**src/pkg/mie_pkg.sv**
```systemverilog
package mie_pkg;

  // Operation codes presented on the issue port
  localparam logic [4:0] OP_SET_M = 5'h00;
  localparam logic [4:0] OP_SET_BIT = 5'h01;
  localparam logic [4:0] OP_INC_SKIP_ZERO = 5'h02;
  localparam logic [4:0] OP_INC_SKIP_ZERO_W = 5'h03;
  localparam logic [4:0] OP_SKIP_NZ_BIT = 5'h04;
  localparam logic [4:0] OP_SKIP_NZ = 5'h05;
  localparam logic [4:0] OP_SUB_M = 5'h06;
  localparam logic [4:0] OP_SUB_TO_M = 5'h07;
  localparam logic [4:0] OP_SUB_IMM = 5'h08;
  localparam logic [4:0] OP_SWAP_M = 5'h09;
  localparam logic [4:0] OP_SWAP_W = 5'h0A;
  localparam logic [4:0] OP_SKIP_Z = 5'h0B;
  localparam logic [4:0] OP_SKIP_Z_MOVE_W = 5'h0C;
  localparam logic [4:0] OP_SKIP_Z_BIT = 5'h0D;
  localparam logic [4:0] OP_TRD_SPEC = 5'h0E;
  localparam logic [4:0] OP_TRD_LAST = 5'h0F;
  localparam logic [4:0] OP_ITRD_SPEC = 5'h10;
  localparam logic [4:0] OP_ITRD_LAST = 5'h11;
  localparam logic [4:0] OP_XOR_M = 5'h12;
  localparam logic [4:0] OP_XOR_TO_M = 5'h13;
  localparam logic [4:0] OP_XOR_IMM = 5'h14;

  // Flag bit positions in the flag register
  localparam int FLAG_C = 0;
  localparam int FLAG_AC = 1;
  localparam int FLAG_Z = 2;
  localparam int FLAG_OV = 3;
  localparam int FLAG_SC = 4;
  localparam int FLAG_CZ = 5;

  // Register byte offsets on the Avalon-MM slave
  localparam logic [4:0] REG_WREG = 5'h00;
  localparam logic [4:0] REG_FLAGS = 5'h04;
  localparam logic [4:0] REG_TBL_LOW = 5'h08;
  localparam logic [4:0] REG_TBL_HIGH = 5'h0C;
  localparam logic [4:0] REG_TBL_LATCH = 5'h10;
  localparam logic [4:0] REG_STATUS = 5'h14;

  // Reset values and fixed constants
  localparam logic [7:0] WREG_RST = 8'h00;
  localparam logic [5:0] FLAGS_RST = 6'h00;
  localparam logic [7:0] TBL_PTR_RST = 8'h00;
  localparam logic [7:0] ALL_ONES = 8'hFF;
  localparam logic [7:0] LAST_PAGE = 8'hFF;
  localparam logic [7:0] ONE_BYTE = 8'h01;
  localparam logic [7:0] ZERO_BYTE = 8'h00;

endpackage : mie_pkg

```
**src/hdl/mie_exec_unit.sv**
```systemverilog
// Our own choices: the placing of the registers and the Avalon-MM slave port.
`timescale 1ns/1ps
// Operation
// RULE_01: Set-memory writes FFH to the byte; flags unchanged.
// RULE_02: Set-bit forces one selected bit to one; others and flags kept.
// RULE_03: Increment-skip writes byte plus one back; skips when sum is zero.
// RULE_04: Increment-skip-to-wreg puts byte plus one in wreg; memory untouched; skip on zero.
// RULE_05: A taken skip adds one dummy cycle, so the instruction takes two cycles; here a skipped one takes four cycles and an unskipped one three.
// RULE_06: Bit-nonzero-skip skips when the selected bit is one; flags kept.
// RULE_07: Byte-nonzero-skip skips when the byte is nonzero.
// RULE_08: Byte-test skips read the byte and write the same value back.
// RULE_09: Byte-zero-skip skips when the byte is zero.
// RULE_10: Zero-skip-with-move copies byte into wreg; skips on zero; flags kept.
// RULE_11: Bit-zero-skip skips when the selected bit is zero.
// RULE_12: Subtract-memory puts wreg minus byte in wreg; updates six flags.
// RULE_13: Carry clears on negative difference, sets on zero or positive.
// RULE_14: Subtract-to-memory writes wreg minus byte to the byte; six flags updated.
// RULE_15: Subtract-immediate puts wreg minus immediate in wreg; six flags updated.
// RULE_16: Nibble exchange swaps byte nibbles in place; flags kept.
// RULE_17: Nibble-exchange-to-wreg puts swapped byte in wreg; memory untouched.
// RULE_18: Specific-page table read uses both pointer bytes; low to memory, high to latch.
// RULE_19: Last-page table read uses last page and low pointer byte.
// RULE_20: Incrementing specific-page read bumps low pointer first, then reads.
// RULE_21: Incrementing last-page read bumps low pointer first; table reads keep flags.
// RULE_22: Exclusive-OR into wreg with memory or immediate; memory form updates zero only.
// RULE_23: Exclusive-OR-to-memory writes result to the byte and updates zero.
// RULE_24: A taken skip squashes the fetched next instruction, then fetch resumes.
module mie_exec_unit
  import mie_pkg::*;
(
  // Clock and reset
  input wire logic I_CORE_CLK,
  input wire logic I_RESET,
  // Instruction issue port
  input wire logic I_INSTR_VALID,
  input wire logic [4:0] I_INSTR_OP,
  input wire logic [7:0] I_INSTR_ADDR,
  input wire logic [2:0] I_INSTR_BIT,
  input wire logic [7:0] I_INSTR_IMM,
  output logic O_INSTR_READY,
  output logic O_SKIP_SQUASH,
  // Data memory port
  output logic O_DMEM_RD,
  output logic O_DMEM_WR,
  output logic [7:0] O_DMEM_ADDR,
  output logic [7:0] O_DMEM_WDATA,
  input wire logic [7:0] I_DMEM_RDATA,
  // Program memory port
  output logic O_PMEM_RD,
  output logic [15:0] O_PMEM_ADDR,
  input wire logic [15:0] I_PMEM_RDATA,
  // Avalon-MM register slave
  input wire logic [4:0] I_AVS_ADDRESS,
  input wire logic I_AVS_READ,
  input wire logic I_AVS_WRITE,
  input wire logic [31:0] I_AVS_WRITEDATA,
  output logic [31:0] O_AVS_READDATA,
  output logic O_AVS_WAITREQUEST
);

  typedef enum logic [1:0] {ST_IDLE, ST_OPND, ST_EXEC, ST_DUMMY} mie_state_t;

  mie_state_t state_r, state_nxt;
  logic [4:0] op_r;
  logic [7:0] addr_r;
  logic [2:0] bit_r;
  logic [7:0] imm_r;
  logic [7:0] wreg_r;
  logic [5:0] flags_r;
  logic [7:0] tbl_low_r;
  logic [7:0] tbl_high_r;
  logic [7:0] tbl_latch_r;
  logic last_skip_r;
  logic dmem_wr_r;
  logic [7:0] dmem_wdata_r;
  logic bus_ack_r;
  logic [31:0] readdata_r;

  // Decode of the latched operation
  wire is_table = (op_r == OP_TRD_SPEC) || (op_r == OP_TRD_LAST) ||
                  (op_r == OP_ITRD_SPEC) || (op_r == OP_ITRD_LAST);
  wire is_last_page = (op_r == OP_TRD_LAST) || (op_r == OP_ITRD_LAST);
  wire is_imm = (op_r == OP_SUB_IMM) || (op_r == OP_XOR_IMM);
  wire needs_dmem = !is_table && !is_imm && (op_r != OP_SET_M);
  wire in_exec = (state_r == ST_EXEC);
  wire in_idle = (state_r == ST_IDLE);

  // Bus access holds the issue port off so both never touch state together
  wire bus_req = I_AVS_READ || I_AVS_WRITE;
  wire bus_take = bus_req && in_idle && !bus_ack_r;
  wire bus_wr = bus_ack_r && I_AVS_WRITE;
  wire issue = I_INSTR_VALID && O_INSTR_READY;
  wire issue_incr = issue && ((I_INSTR_OP == OP_ITRD_SPEC) || (I_INSTR_OP == OP_ITRD_LAST));

  // Operand selection and arithmetic
  wire [7:0] operand = is_imm ? imm_r : I_DMEM_RDATA;
  wire [8:0] diff = {1'b0, wreg_r} - {1'b0, operand};
  wire [7:0] sub_res = diff[7:0];
  wire [4:0] nib_diff = {1'b0, wreg_r[3:0]} - {1'b0, operand[3:0]};
  wire sub_c = !diff[8];
  wire sub_ov = (wreg_r[7] ^ operand[7]) && (wreg_r[7] ^ sub_res[7]);
  wire sub_z = (sub_res == ZERO_BYTE);
  wire [7:0] inc_res = I_DMEM_RDATA + ONE_BYTE;
  wire [7:0] xor_res = wreg_r ^ operand;
  wire [7:0] swap_res = {I_DMEM_RDATA[3:0], I_DMEM_RDATA[7:4]};
  wire [7:0] bit_mask = ONE_BYTE << bit_r;
  wire sel_bit = |(I_DMEM_RDATA & bit_mask);
  wire [5:0] sub_flags = {sub_z, sub_ov ^ sub_res[7], sub_ov, sub_z, !nib_diff[4], sub_c};

  // Handshake outputs
  assign O_INSTR_READY = in_idle && !bus_req;
  assign O_SKIP_SQUASH = (state_r == ST_DUMMY); // RULE_24
  assign O_DMEM_RD = (state_r == ST_OPND) && needs_dmem;
  assign O_PMEM_RD = (state_r == ST_OPND) && is_table;
  assign O_PMEM_ADDR = {is_last_page ? LAST_PAGE : tbl_high_r, tbl_low_r}; // RULE_18 RULE_19
  assign O_DMEM_ADDR = addr_r;
  assign O_DMEM_WR = dmem_wr_r;
  assign O_DMEM_WDATA = dmem_wdata_r;
  assign O_AVS_WAITREQUEST = bus_req && !bus_ack_r;
  assign O_AVS_READDATA = readdata_r;

  // Execution results of the current operation
  logic mem_we;
  logic [7:0] mem_wd;
  logic wreg_we;
  logic [7:0] wreg_wd;
  logic flags_we;
  logic [5:0] flags_wd;
  logic latch_we;
  logic skip;
  always_comb begin
    mem_we = 1'b0;
    mem_wd = I_DMEM_RDATA;
    wreg_we = 1'b0;
    wreg_wd = wreg_r;
    flags_we = 1'b0;
    flags_wd = flags_r;
    latch_we = 1'b0;
    skip = 1'b0;
    case (op_r)
      OP_SET_M: begin
        mem_we = 1'b1;
        mem_wd = ALL_ONES; // RULE_01
      end
      OP_SET_BIT: begin
        mem_we = 1'b1;
        mem_wd = I_DMEM_RDATA | bit_mask; // RULE_02
      end
      OP_INC_SKIP_ZERO: begin
        mem_we = 1'b1;
        mem_wd = inc_res; // RULE_03
        skip = (inc_res == ZERO_BYTE);
      end
      OP_INC_SKIP_ZERO_W: begin
        wreg_we = 1'b1;
        wreg_wd = inc_res; // RULE_04
        skip = (inc_res == ZERO_BYTE);
      end
      OP_SKIP_NZ_BIT: begin
        skip = sel_bit; // RULE_06
      end
      OP_SKIP_NZ: begin
        mem_we = 1'b1; // RULE_08
        skip = (I_DMEM_RDATA != ZERO_BYTE); // RULE_07
      end
      OP_SKIP_Z: begin
        mem_we = 1'b1; // RULE_08
        skip = (I_DMEM_RDATA == ZERO_BYTE); // RULE_09
      end
      OP_SKIP_Z_MOVE_W: begin
        wreg_we = 1'b1;
        wreg_wd = I_DMEM_RDATA; // RULE_10
        skip = (I_DMEM_RDATA == ZERO_BYTE);
      end
      OP_SKIP_Z_BIT: begin
        skip = !sel_bit; // RULE_11
      end
      OP_SUB_M, OP_SUB_IMM: begin
        wreg_we = 1'b1;
        wreg_wd = sub_res; // RULE_12 RULE_15
        flags_we = 1'b1;
        flags_wd = sub_flags; // RULE_13
      end
      OP_SUB_TO_M: begin
        mem_we = 1'b1;
        mem_wd = sub_res; // RULE_14
        flags_we = 1'b1;
        flags_wd = sub_flags;
      end
      OP_SWAP_M: begin
        mem_we = 1'b1;
        mem_wd = swap_res; // RULE_16
      end
      OP_SWAP_W: begin
        wreg_we = 1'b1;
        wreg_wd = swap_res; // RULE_17
      end
      OP_TRD_SPEC, OP_TRD_LAST, OP_ITRD_SPEC, OP_ITRD_LAST: begin
        mem_we = 1'b1;
        mem_wd = I_PMEM_RDATA[7:0]; // RULE_18 RULE_19
        latch_we = 1'b1;
      end
      OP_XOR_M, OP_XOR_IMM: begin
        wreg_we = 1'b1;
        wreg_wd = xor_res; // RULE_22
        flags_we = 1'b1;
        flags_wd[FLAG_Z] = (xor_res == ZERO_BYTE);
      end
      OP_XOR_TO_M: begin
        mem_we = 1'b1;
        mem_wd = xor_res; // RULE_23
        flags_we = 1'b1;
        flags_wd[FLAG_Z] = (xor_res == ZERO_BYTE);
      end
      default: begin
        skip = 1'b0;
      end
    endcase
  end

  // Sequencer: operand fetch, execute, optional dummy cycle
  always_comb begin
    state_nxt = state_r;
    case (state_r)
      ST_IDLE: if (issue) state_nxt = ST_OPND;
      ST_OPND: state_nxt = ST_EXEC;
      ST_EXEC: state_nxt = skip ? ST_DUMMY : ST_IDLE; // RULE_05
      ST_DUMMY: state_nxt = ST_IDLE;
      default: state_nxt = ST_IDLE;
    endcase
  end

  always_ff @(posedge I_CORE_CLK) begin
    if (I_RESET) state_r <= ST_IDLE;
    else state_r <= state_nxt;
  end

  // Latch the issued instruction fields
  always_ff @(posedge I_CORE_CLK) begin
    if (I_RESET) begin
      op_r <= OP_SET_M;
      addr_r <= ZERO_BYTE;
      bit_r <= 3'h0;
      imm_r <= ZERO_BYTE;
    end else if (issue) begin
      op_r <= I_INSTR_OP;
      addr_r <= I_INSTR_ADDR;
      bit_r <= I_INSTR_BIT;
      imm_r <= I_INSTR_IMM;
    end
  end

  // Registered data memory write, one cycle after execute
  always_ff @(posedge I_CORE_CLK) begin
    if (I_RESET) begin
      dmem_wr_r <= 1'b0;
      dmem_wdata_r <= ZERO_BYTE;
    end else begin
      dmem_wr_r <= in_exec && mem_we;
      if (in_exec && mem_we) dmem_wdata_r <= mem_wd;
    end
  end

  // Working register and flags, from execute or from the bus
  always_ff @(posedge I_CORE_CLK) begin
    if (I_RESET) begin
      wreg_r <= WREG_RST;
      flags_r <= FLAGS_RST;
      last_skip_r <= 1'b0;
    end else begin
      if (in_exec && wreg_we) wreg_r <= wreg_wd;
      else if (bus_wr && I_AVS_ADDRESS == REG_WREG) wreg_r <= I_AVS_WRITEDATA[7:0];
      if (in_exec && flags_we) flags_r <= flags_wd;
      else if (bus_wr && I_AVS_ADDRESS == REG_FLAGS) flags_r <= I_AVS_WRITEDATA[5:0];
      if (in_exec) last_skip_r <= skip;
    end
  end

  // Table pointer and table-high latch
  always_ff @(posedge I_CORE_CLK) begin
    if (I_RESET) begin
      tbl_low_r <= TBL_PTR_RST;
      tbl_high_r <= TBL_PTR_RST;
      tbl_latch_r <= ZERO_BYTE;
    end else begin
      if (issue_incr) tbl_low_r <= tbl_low_r + ONE_BYTE; // RULE_20 RULE_21
      else if (bus_wr && I_AVS_ADDRESS == REG_TBL_LOW) tbl_low_r <= I_AVS_WRITEDATA[7:0];
      if (bus_wr && I_AVS_ADDRESS == REG_TBL_HIGH) tbl_high_r <= I_AVS_WRITEDATA[7:0];
      if (in_exec && latch_we) tbl_latch_r <= I_PMEM_RDATA[15:8]; // RULE_18
    end
  end

  // Avalon read mux, unmapped offsets read zero
  logic [31:0] read_mux;
  always_comb begin
    case (I_AVS_ADDRESS)
      REG_WREG: read_mux = {24'h000000, wreg_r};
      REG_FLAGS: read_mux = {26'h0000000, flags_r};
      REG_TBL_LOW: read_mux = {24'h000000, tbl_low_r};
      REG_TBL_HIGH: read_mux = {24'h000000, tbl_high_r};
      REG_TBL_LATCH: read_mux = {24'h000000, tbl_latch_r};
      REG_STATUS: read_mux = {31'h00000000, last_skip_r};
      default: read_mux = 32'h00000000;
    endcase
  end

  // One wait cycle per bus access made while the sequencer is idle
  always_ff @(posedge I_CORE_CLK) begin
    if (I_RESET) begin
      bus_ack_r <= 1'b0;
      readdata_r <= 32'h00000000;
    end else begin
      bus_ack_r <= bus_take;
      if (bus_take) readdata_r <= read_mux;
    end
  end
endmodule : mie_exec_unit

```
**config.mk**
```make
export PLATFORM = sky130hd
export DESIGN_NAME = mie_exec_unit
export DESIGN_NICKNAME = d
export VERILOG_FILES = /design/src/pkg/mie_pkg.sv /design/src/hdl/mie_exec_unit.sv
export SDC_FILE = /design/constraint.sdc
export NUM_CORES = 1
export LEC_CHECK = 0
export ABC_AREA = 1
export BUFFER_PORTS_ARGS = -buffer_cell sky130_fd_sc_hd__buf_2
export CAP_MARGIN = 10
export CORE_MARGIN = 5
export CORE_UTILIZATION = 45
export CTS_CLUSTER_SIZE = 24
export DETAILED_ROUTE_END_ITERATION = 12
export MAX_ROUTING_LAYER = met4
export PLACE_DENSITY = 0.7
export SYNTH_ARGS = -nofsm -noshare
export SYNTH_HDL_FRONTEND = slang
export SYNTH_SLANG_ARGS = --single-unit
```
**constraint.sdc**
```tcl
create_clock -name I_CORE_CLK -period 4.8 [get_ports I_CORE_CLK]
set_input_delay 1.2 -clock I_CORE_CLK [delete_from_list [all_inputs] [get_ports I_CORE_CLK]]
set_output_delay 1.2 -clock I_CORE_CLK [all_outputs]
set_load 0.05 [all_outputs]
```
==> key figures, run 1 <==
Synth
  – Synth top area cells: dfxtp_1 29%, nand2_1 18%, o21ai_0 8.4%
  – Post-Syn Area: about 5700 um^2
  – Sequential element share of the synthesized area: 29.1%
  – Yosys top cell by area: dfxtp_1
  – EDFF count, synth: 0
  – Synthesized flop and latch total: a little over 80
  – Avg Cell Area, Syn: 6.00 um^2
  – Syn Inst Count: roughly 950
  – Syn. warnings: 0
  – FFs w/ async S/R, synth: 0%
  – Synth Flop Type: dfxtp_1
  – Top cell type's share of synthesized area: between 20 and 30%
  – Yosys cell types: 35

Job
  – Max-cap viol count: 0

Place
  – PortBufs: about 110
  – Gpl congestion: roughly 1.0
  – Detailed-placement wirelength estimate: ~15 mm
  – Place WS: around 400 ps

Global route
  – GR Overflow Total: 0
  – Initial antenna violation count: 0
  – Global-route wire length before repair: approximately 30 mm
  – GRT Util Overall: 26.0%
  – Pin count of the biggest net entering global routing: 38
  – Number of global-route vias before repair: between 5000 and 6000

Route
  – DR WL/cell: about 15 um
  – Vias per inst: between 5 and 6
  – Residual DRC: 0
  – Vias: ~6400
  – Routed Antenna Nets: 0
  – First-pass DRT Iterations: 5
  – Initial drt markers: 540
  – Final WL: between 15 and 20 mm

Clock tree
  – Worst-case clock buffer depth: 2
  – Clock latency on the worst-skew pair: about 340 ps
  – H-tree Lvls: 3
  – Clock slew seen by the registers of the worst setup and hold paths: roughly 70 ps
  – CTS Hold Buffers Added: 0
  – Post-CTS sizing: 0
  – TritonCTS Buffers: 9
  – # Post-CTS Setup Buffers: 0
  – Root buffer cell: clkbuf_16
  – CTS Sinks: 83
  – CTS tree: yes

Critical path
  – Critical Path Source Type: primary input
  – Reg2reg end: flags_r[2]
  – Crit Reg-Reg Startpoint: op_r[0]
  – CP required: ~5100 ps
  – Crit path max fanout: 7
  – Worst EP arrival: approximately 4400 ps
  – Crit end category: flop
  – Reg2reg setup slack: between 700 and 800 ps
  – Critical Path Start: I_DMEM_RDATA[1]
  – Depth of the most critical reg-to-reg path: 19
  – WS Path Type: primary input to flop

STA
  – F_max: ~250 MHz
  – Slew @ Worst Pin: around 730 ps
  – Min Tclk post-route: between 4000 and 5000 ps
  – Max_slew headroom: 49.8%
  – Setup violators final: 0
  – Clock Skews: approximately 11 ps
  – RSZ-0062 raised after global routing: no
  – Setup ws final: about 730 ps
  – Setup tns final: 0 ps
  – Tcrit/Tclk final: 84.8%
  – Final hold violations: 0
  – Final Max Tran Viols: 0

Floorplan
  – Top Ports: between 150 and 200
  – Die Height: around 120 um
  – Die area: about 15000 um^2
  – Die X: ~120 um
  – Initial Util: between 40% and 50%
  – Site row count: just over 40
  – Core ar.: 12500 um^2

Hold path
  – Worst hold path depth: 2
  – Startpoint of the worst hold path: O_AVS_READDATA[2]
  – Min-Delay Path Class: flop to flop
  – Hold worst-path end: O_AVS_READDATA[2]

Final layout
  – P&R area growth vs syn: 15.6%
  – FF/Latch Area: 1660 um^2
  – Fill cells: 1384
  – Footprint of the multi-input gates: roughly 3400 um^2
  – Fraction of layout cells with a size suffix above 1: roughly 15%
  – Layout Nets: between 1000 and 1500

Pwr
  – Power per cell area: roughly 280 nW/um^2
  – LEAKAGE: 3.28 nW
  – Peak VDD IR: 0.202 mV

Outcome
  – Outcome: finished clean
cells in the final DEF, fill, tap and decap left out, types with 2 or more instances in the layout:
master	n
diode_2	2
nand2_1	268
conb_1	24
nor2_2	2
inv_1	99
clkbuf_16	9
a21oi_1	65
fa_1	2
a31oi_1	6
inv_2	8
nand3_2	4
xnor2_1	2
dfxtp_1	83
nand4_1	17
nand3b_1	7
nor2_4	2
or2_2	2
a22oi_1	3
o21ai_0	96
ha_1	12
xor2_1	2
nor2_1	118
nand2_2	7
clkinv_1	2
buf_2	111
o22ai_1	8
nand3_1	70
buf_4	7
nor3_1	7
logic make-up (layout without fill, tap and decap cells):
family                     Yosys count  after routing  synth area share [%]
and+or+nand+nor                    506            506                  37.5
AOI/OAI and AO/OA                  181            181                  16.5
buffers and inverters              163            243                  12.9
DFF                                 83             83                  29.1
adders and majority gates           14             14                  3.33
xor gates and xnor gates             4              4                 0.614
other                                1             26                0.0657
worst max-delay path by stage:
stage	endpoint	cells past startpoint
floorplan	O_DMEM_RD	7
global placement	flags_r[5]	18
detailed placement	flags_r[2]	18
CTS	flags_r[2]	18
global route	flags_r[2]	20
finish	flags_r[2]	18
cell type report:
class | instances | share of cell area [%]
multi-input combinational | 729 | 51.5
timing repair buffer | 118 | 9.22
sequential | 83 | 25.2
clock inverter | 5 | 0.910
inverter | 109 | 6.20
antenna | 2 | 0.0758
clock buffer | 11 | 3.68
tap | 172 | 3.26
per-stage QoR:
step | utilization, % | instance area (um^2) | total power [mW] | std cells | hold slack [ps]
after floorplan | - | 5800 | 1.04 | 975 | 430
after global placement | 50.3 | 6290 | 1.14 | 1211 | 449
after detailed placement | 50.3 | 6290 | 1.14 | 1211 | 453
after CTS | 52.7 | 6590 | 1.86 | 1227 | 464
after global routing | 52.7 | 6590 | 1.94 | 1227 | 480
final | 52.7 | 6600 | 1.85 | 1229 | 461
worst max-delay path: stages:
cell and delay (ps):
buf_2 180, inv_1 110, o21ai_0 380, inv_1 90, ha_1 360, nand2_1 70, inv_1 70, nand3_1 80
nand3_1 80, nand2_1 100, nand2_1 70, a21oi_1 70, fa_1 530, nand3_1 70, or2_2 300, nor3_1 310
nand4_1 120, a21oi_1 150
registers in the layout (all words and copies together) (netlist names), 3 cells and up:
register,flops
imm_r,8
tbl_latch_r,8
O_DMEM_WDATA,8
tbl_high_r,8
O_DMEM_ADDR,8
bit_r,3
op_r,5
flags_r,6
tbl_low_r,8
wreg_r,8
O_AVS_READDATA,8
metal layers:
metal	routed length [um]	vias to the layer above	GRT usage, %
met5	0	-	-
met4	463	0	10.1
met3	1550	33	3.59
met2	7990	273	36.9
met1	8860	2835	37.3
li1	-	3240	-
cells in the mapped netlist (7+ instances only):
library cell and count:
a21oi_1 65, buf_4 24, clkbuf_1 20, dfxtp_1 83, ha_1 12, inv_1 99
inv_2 8, nand2_1 268, nand2_2 7, nand3_1 70, nand3b_1 7, nand4_1 17
nor2_1 118, nor3_1 7, o21ai_0 96, o22ai_1 8
power breakdown:
group	switching (mW)	internal (mW)	leakage (nW)
clock	0.294	0.420	0.146
sequential	0.0183	0.710	0.672
combinational	0.302	0.107	2.47
No activity file was read; power rests on OpenSTA's default activity.
==> run 2: changes to the inputs <==
PLACE_DENSITY = 0.73   (was 0.7)
clock period = 3.69 ns   (was 4.8 ns; I/O delays follow)
==> run 2 against run 1 <==
Effect of this change:
- sequential cell count is the same
- register-to-register slack lost 420 ps
- worst setup slack lost 420 ps
- first-iteration DRC count grew 0.19%
- critical path depth grew 3
- clock skew shrank 0.78 ps
- highest routed layer unchanged
- final area grew 2.4%
- sequential share of layout area shrank 0.59 points
- critical path type is now flop to flop
==> key figures, run 2 (synthesis gave the netlist of run 1 again) <==
Outcome
  – Outcome: finished clean

Critical path
  – Depth of the most critical reg-to-reg path: 21 (+2)
  – WS Path Type: flop to flop
  – Reg2reg end: flags_r[2]
  – Slowest CP cell: fa_1
  – Cell family with most CP delay: simple AND/OR/NAND/NOR gates
  – CP required: 3980 ps (-1100 ps)
  – Crit-path most repeated cell: nand2_1
  – Reg2reg setup slack: 320 ps (-420 ps)
  – Buf/Inv on CP: 3 (-1)
  – Largest stage delay on the critical path: 510 ps (-20 ps)
  – Crit end category: flop
  – Worst EP arrival: 3660 ps (-690 ps)
  – Critical Path Source Type: flop
  – Crit path max fanout: 5 (-2)
  – Worst path cell trace: nor2_2, nand3_1, nand2_1, buf_4, nand2_1, o21ai_1, inv_1, ha_1, nand2_1, inv_1, nand3_1, nand3_1, nand2_1, nand2_1, a21oi_1, fa_1, nand3_1, or2_2, nor3_2, nand4_1, a21oi_1
  – Crit Reg-Reg Startpoint: op_r[1]

Route
  – Residual DRC: 0 (unchanged)
  – Vias per inst: 5.17 (-0.42%)
  – Top layer used by detailed routing: met4
  – Routed wl met3: 2.00 mm (+29%)
  – Wl on met1: 8.33 mm (-6.0%)
  – Final WL: 18.8 mm (-0.34%)
  – Vias: 6463 (+1.3%)
  – First-pass DRT Iterations: 6 (+1)
  – Met2 wire length: 7.95 mm (-0.51%)
  – DR WL/cell: 15.0 um (-2.0%)
  – Initial drt markers: 541 (+0.19%)
  – Routed Antenna Nets: 0 (unchanged)

Floorplan
  – Die Height: 123 um (unchanged)
  – Top Ports: 160 (unchanged)
  – Die area: 15000 um^2 (unchanged)
  – Site row count: 41 (unchanged)
  – Core ar.: 12500 um^2 (unchanged)
  – Die X: 123 um (unchanged)
  – Initial Util: 45.6% (unchanged)

Place
  – Place WS: -74.8 ps (-478 ps)
  – Detailed-placement wirelength estimate: 14.8 mm (+1.9%)
  – PortBufs: 111 (unchanged)
  – Post-Place Cells: 1234 (+1.9%)
  – Post-DP Area: 6460 um^2 (+2.8%)
  – Gpl congestion: 1.07 (+5.2%)

Job
  – Max-cap viol count: 0 (unchanged)

Hold path
  – Hold worst-path end: imm_r[2]
  – Startpoint of the worst hold path: imm_r[2]
  – Min-Delay Path Class: flop to flop
  – Worst hold path depth: 2 (unchanged)

Pwr
  – Overall Power: 2.38 mW (+29%)
  – LEAKAGE: 3.39 nW (+3.2%)
  – Peak VDD IR: 0.313 mV (+55%)
  – Power per cell area: 352 nW/um^2 (+26%)

STA
  – Setup tns final: 0 ps (unchanged)
  – Final hold violations: 0 (unchanged)
  – Setup ws final: 316 ps (-415 ps)
  – Max_slew headroom: 44.8% (-5.0 points)
  – Final Max Tran Viols: 0 (unchanged)
  – Slew @ Worst Pin: 825 ps (+90.6 ps)
  – Clock Skews: 9.78 ps (-0.784 ps)
  – Min Tclk post-route: 3370 ps
  – Min Hold Slack: 452 ps (-9.11 ps)
  – RSZ-0062 raised after global routing: no
  – Setup violators final: 0 (unchanged)
  – F_max: a little under 300 MHz
  – Tcrit/Tclk final: 91.4%

Final layout
  – Util after Layout: 54.0% (+1.3 points)
  – Fraction of layout cells with a size suffix above 1: 17.3% (+2.1 points)
  – P&R area growth vs syn: 18.3%
  – Commonest cells after routing, fill and taps aside: 268 x nand2_1, 117 x nor2_1, 111 x buf_2
  – Layout Nets: 1177 (+2.0%)
  – Post-route insts no fill: 1250 (+1.7%)
  – Fill cells: 1362 (-1.6%)
  – ANT cells: 0 (-2)
  – Most common cell after layout, fill and taps aside: nand2_1
  – Post-route cell area: 6760 um^2 (+2.4%)

Clock tree
  – # Post-CTS Setup Buffers: 0 (unchanged)
  – Worst-case clock buffer depth: 2 (unchanged)
  – CTS Hold Buffers Added: 0 (unchanged)
  – Clock slew seen by the registers of the worst setup and hold paths: 70 ps (about the same)
  – CTS Sinks: 83 (unchanged)
  – TritonCTS Buffers: 9 (unchanged)
  – Root buffer cell: clkbuf_16
  – Post-CTS sizing: 0 (unchanged)
  – H-tree Lvls: 3 (unchanged)
  – CTS tree: yes
  – Clock latency on the worst-skew pair: 350 ps (about the same)

Global route
  – GRT Util Overall: 26.4% (+0.43 points)
  – GR Overflow Total: 0 (unchanged)
  – Number of global-route vias before repair: 5905 (+2.7%)
  – Global-route wire length before repair: 30.0 mm (+1.1%)
  – Initial antenna violation count: 0 (unchanged)
  – Pin count of the biggest net entering global routing: 50 (+32%)
run 2: cell type report:
class / instances / area (um^2) / share of cell area (%)
multi-input cells: 729 / 3410 / 50.4
flip-flops and latches: 83 / 1660 / 24.6
repair buffers: 141 / 781 / 11.6
inverters: 109 / 409 / 6.06
clock buffers: 9 / 225 / 3.33
well taps: 172 / 215 / 3.19
clock inverters: 7 / 58.8 / 0.870
run 2: where the power goes:
part / internal, mW / leakage (nW) / switching, mW / total (mW)
Combinational: 0.158 / 2.58 / 0.404 / 0.562
Clock: 0.467 / 0.138 / 0.409 / 0.876
Sequential: 0.924 / 0.672 / 0.0194 / 0.943
Total: 1.55 / 3.39 / 0.832 / 2.38
run 2: how the worst max path moves through the flow:
stage	startpoint	to	slack, ps	cells past startpoint
2_1_floorplan	op_r[0]	O_DMEM_RD	100	7
3_3_place_gp	I_DMEM_RDATA[1]	flags_r[5]	5	18
3_5_place_dp	I_DMEM_RDATA[1]	flags_r[2]	-70	18
4_1_cts	op_r[1]	flags_r[2]	140	21
5_1_grt	op_r[1]	wreg_r[7]	7	25
6_report	op_r[1]	flags_r[2]	320	21
run 2: metal layers:
metal | GRT usage [%] | up-vias
met4 | 10.0 | 0
met2 | 37.7 | 310
met3 | 5.99 | 39
met1 | 36.4 | 2841
met5 | - | -
li1 | - | 3273
run 2: worst reg2reg max path, delay by kind of cell, from the launching register on:
kind	cells	cell delay [ps]
AO/OA/AOI/OAI	3	340
AND/OR/NAND/NOR	13	1530
flip-flops	1	350
buffers and inverters	3	270
adder cells (fa/ha/maj)	2	810
==> run 3: changes to the inputs <==
--- a/config.mk
+++ b/config.mk
@@ -14,4 +14,5 @@
 export DETAILED_ROUTE_END_ITERATION = 12
+export GPL_TIMING_DRIVEN = 0
 export MAX_ROUTING_LAYER = met4
-export PLACE_DENSITY = 0.73
+export PLACE_DENSITY = 0.7
 export SYNTH_ARGS = -nofsm -noshare
==> constraint.sdc (replaced) <==
create_clock -name I_CORE_CLK -period 3.96 [get_ports I_CORE_CLK]
set_input_delay 0.99 -clock I_CORE_CLK [delete_from_list [all_inputs] [get_ports I_CORE_CLK]]
set_output_delay 0.99 -clock I_CORE_CLK [all_outputs]
set_load 0.005 [all_outputs]
==> run 3 against run 2 <==
Effect of this change:
- via count up 1.2%
- sequential power decreased by 7.1%
- final area is 3.2% higher
- non-clock buffer count grew 30
- die area stayed put
- critical path type is now primary input to flop
- highest routed layer unchanged
==> key figures, run 3 (synthesis gave the netlist of run 1 again) <==
Place
  – Post-Place Cells: 1256 (+1.8%)
  – PortBufs: 109 (-1.8%)
  – Detailed-placement wirelength estimate: 15.3 mm (+3.6%)
  – Gpl congestion: 0.991 (-7.3%)

Critical path
  – Largest stage delay on the critical path: 620 ps (+110 ps)
  – Worst path cell trace: buf_2, inv_1, o21ai_1, inv_1, ha_1, nand2_1, inv_1, nand3_1, nand3_1, nand2_2, nand2_1, a21oi_1, fa_2, nand3_1, or2_2, nor3_4, nand4_1, a21oi_2
  – Crit Reg-Reg Startpoint: op_r[4]
  – Worst EP arrival: 4000 ps (+340 ps)
  – Critical Path Source Type: primary input
  – Reg2reg setup slack: 290 ps (-30 ps)
  – Depth of the most critical reg-to-reg path: 23 (+9.5%)
  – WS Path Type: primary input to flop
  – Cell family with most CP delay: simple AND/OR/NAND/NOR gates
  – Reg2reg end: flags_r[5]
  – Slowest CP cell: fa_2
  – Buf/Inv on CP: 4 (+1)
  – CP required: 4240 ps (+260 ps)
  – Crit end category: flop
  – Crit path max fanout: 7 (+2)

Route
  – Vias: 6541 (+1.2%)
  – Initial drt markers: 600 (+11%)
  – Vias per inst: 5.11 (-1.1%)
  – Routed Antenna Nets: 0 (unchanged)
  – First-pass DRT Iterations: 5 (-1)
  – DR WL/cell: 15.4 um (+2.3%)
  – Residual DRC: 0 (unchanged)
  – Final WL: 19.7 mm (+4.6%)

STA
  – Setup tns final: 0 ps (unchanged)
  – Min Hold Slack: 460 ps (+8.09 ps)
  – Tcrit/Tclk final: 93.9%
  – Slew @ Worst Pin: 815 ps (-9.71 ps)
  – Clock Skews: 10.7 ps (+0.902 ps)
  – Final Max Tran Viols: 0 (unchanged)
  – F_max: roughly 270 MHz
  – Setup violators final: 0 (unchanged)
  – Final hold violations: 0 (unchanged)
  – Max_slew headroom: 45.7% (+0.85 points)
  – Min Tclk post-route: 3720 ps

Hold path
  – Min-Delay Path Class: flop to flop
  – Startpoint of the worst hold path: O_DMEM_WDATA[0]
  – Hold worst-path end: O_DMEM_WDATA[0]
  – Worst hold path depth: 2 (unchanged)

Clock tree
  – Clock slew seen by the registers of the worst setup and hold paths: 70 ps (about the same)
  – CTS Sinks: 83 (unchanged)
  – H-tree Lvls: 3 (unchanged)
  – Root buffer cell: clkbuf_16
  – TritonCTS Buffers: 9 (unchanged)
  – Worst-case clock buffer depth: 2 (unchanged)
  – Clock latency on the worst-skew pair: 350 ps (about the same)
  – CTS Hold Buffers Added: 0 (unchanged)
  – CTS tree: yes

Pwr
  – LEAKAGE: 3.50 nW (+3.3%)
  – Power per cell area: 317 nW/um^2 (-9.9%)
  – Peak VDD IR: 0.257 mV (-18%)

Final layout
  – Util after Layout: 55.7% (+1.7 points)
  – Commonest cells after routing, fill and taps aside: 265 x nand2_1, 117 x nor2_1, 113 x buf_2
  – FF/Latch Area: 1660 um^2 (about the same)
  – Layout Nets: 1207 (+2.5%)
  – Most common cell after layout, fill and taps aside: nand2_1
  – ANT cells: 0 (unchanged)
  – P&R area growth vs syn: 22.2%
  – Footprint of the multi-input gates: 3440 um^2 (+0.99%)
  – Fraction of layout cells with a size suffix above 1: 18.4% (+1.2 points)
  – Fill cells: 1356 (-0.44%)
  – Post-route insts no fill: 1279 (+2.3%)

Floorplan
  – Die area: 15000 um^2 (unchanged)
  – Top Ports: 160 (unchanged)
  – Die Height: 123 um (unchanged)
  – Site row count: 41 (unchanged)
  – Initial Util: 45.6% (unchanged)
  – Die X: 123 um (unchanged)
  – Core ar.: 12500 um^2 (unchanged)

Job
  – Max-cap viol count: 0 (unchanged)

Global route
  – Number of global-route vias before repair: 5896 (-0.15%)
  – GR Overflow Total: 0 (unchanged)
  – Global route hottest layer: met2
  – GRT Util Overall: 26.7% (+0.27 points)
  – Pin count of the biggest net entering global routing: 15 (-70%)
  – M1 GR Usage: 37.8% (+1.4 points)
  – Initial antenna violation count: 0 (unchanged)
  – GR Layer Usage met3: 4.47% (-1.5 points)
  – Global-route wire length before repair: 30.4 mm (+1.1%)
  – Met2 usage: 38.7% (+1.1 points)

Outcome
  – Outcome: finished clean
==> run 3: cell count changes in the layout (fill, tap and decap cells not counted), moves of 2 or more <==
| cell | delta |
|---|---|
| ha_1 | -2 |
| buf_1 | +2 |
| buf_2 | +2 |
| buf_6 | +4 |
| ha_2 | +2 |
| nand2_2 | +2 |
| clkbuf_1 | +17 |
| nand2_1 | -3 |
| buf_4 | +4 |
==> run 3: metal layers <==
| metal | up-vias | part of all wire (%) |
|---|---|---|
| met4 | 0 | 2.3 |
| met1 | 2900 | 47 |
| met2 | 280 | 42 |
| met5 | - | 0 |
| li1 | 3331 | - |
| met3 | 30 | 8.5 |
==> run 3: worst max-delay path by stage <==
stage                         start          to  slack [ps]  cells past startpoint
finish              I_DMEM_RDATA[1]  flags_r[5]         240                     18
global route                op_r[4]  flags_r[5]         -10                     23
CTS                         op_r[4]  flags_r[5]           5                     22
detailed placement  I_DMEM_RDATA[4]  flags_r[5]        -500                     17
global placement    I_DMEM_RDATA[4]  flags_r[5]        -520                     17
floorplan           I_DMEM_RDATA[3]  flags_r[2]         360                     16
==> run 3: tightest hold or removal path: stages, from the launching register on <==
cell     delay [ps]
dfxtp_1         310
nand2_1          60
a21oi_1          50
==> run 3: final cells by class <==
cell class              count  share of cell area (%)
plain buffers              52                    4.65
clock buffers              10                    3.43
clock inverters             5                   0.879
inverters                 109                    5.90
multi-input cells         729                    49.3
flip-flops and latches     83                    23.8
well taps                 172                    3.09
repair buffers            119                    8.90
==> run 3: where the power goes <==
part	switching, mW	total [mW]	leakage, nW	internal, mW
Sequential	0.0155	0.876	0.673	0.861
Clock	0.375	0.881	0.149	0.507
Combinational	0.295	0.456	2.68	0.161
==> run 3: per-stage QoR <==
| step | area [um^2] | total power, mW | setup WS [ps] |
|---|---|---|---|
| 2_1_floorplan | 5800 | 1.17 | 362 |
| 4_1_cts | 6870 | 2.19 | 5.04 |
| 5_1_grt | 6970 | 2.31 | -14.1 |
| 6_report | 6970 | 2.21 | 242 |
| 3_3_place_gp | 6560 | 1.32 | -516 |
| 3_5_place_dp | 6560 | 1.32 | -503 |
==> run 3: repair_timing <==
item,CTS,global route
resized for setup,5,14
cloned,0,0
setup buffers,0,10
pin swaps,0,7
setup endpoints to repair,3,5
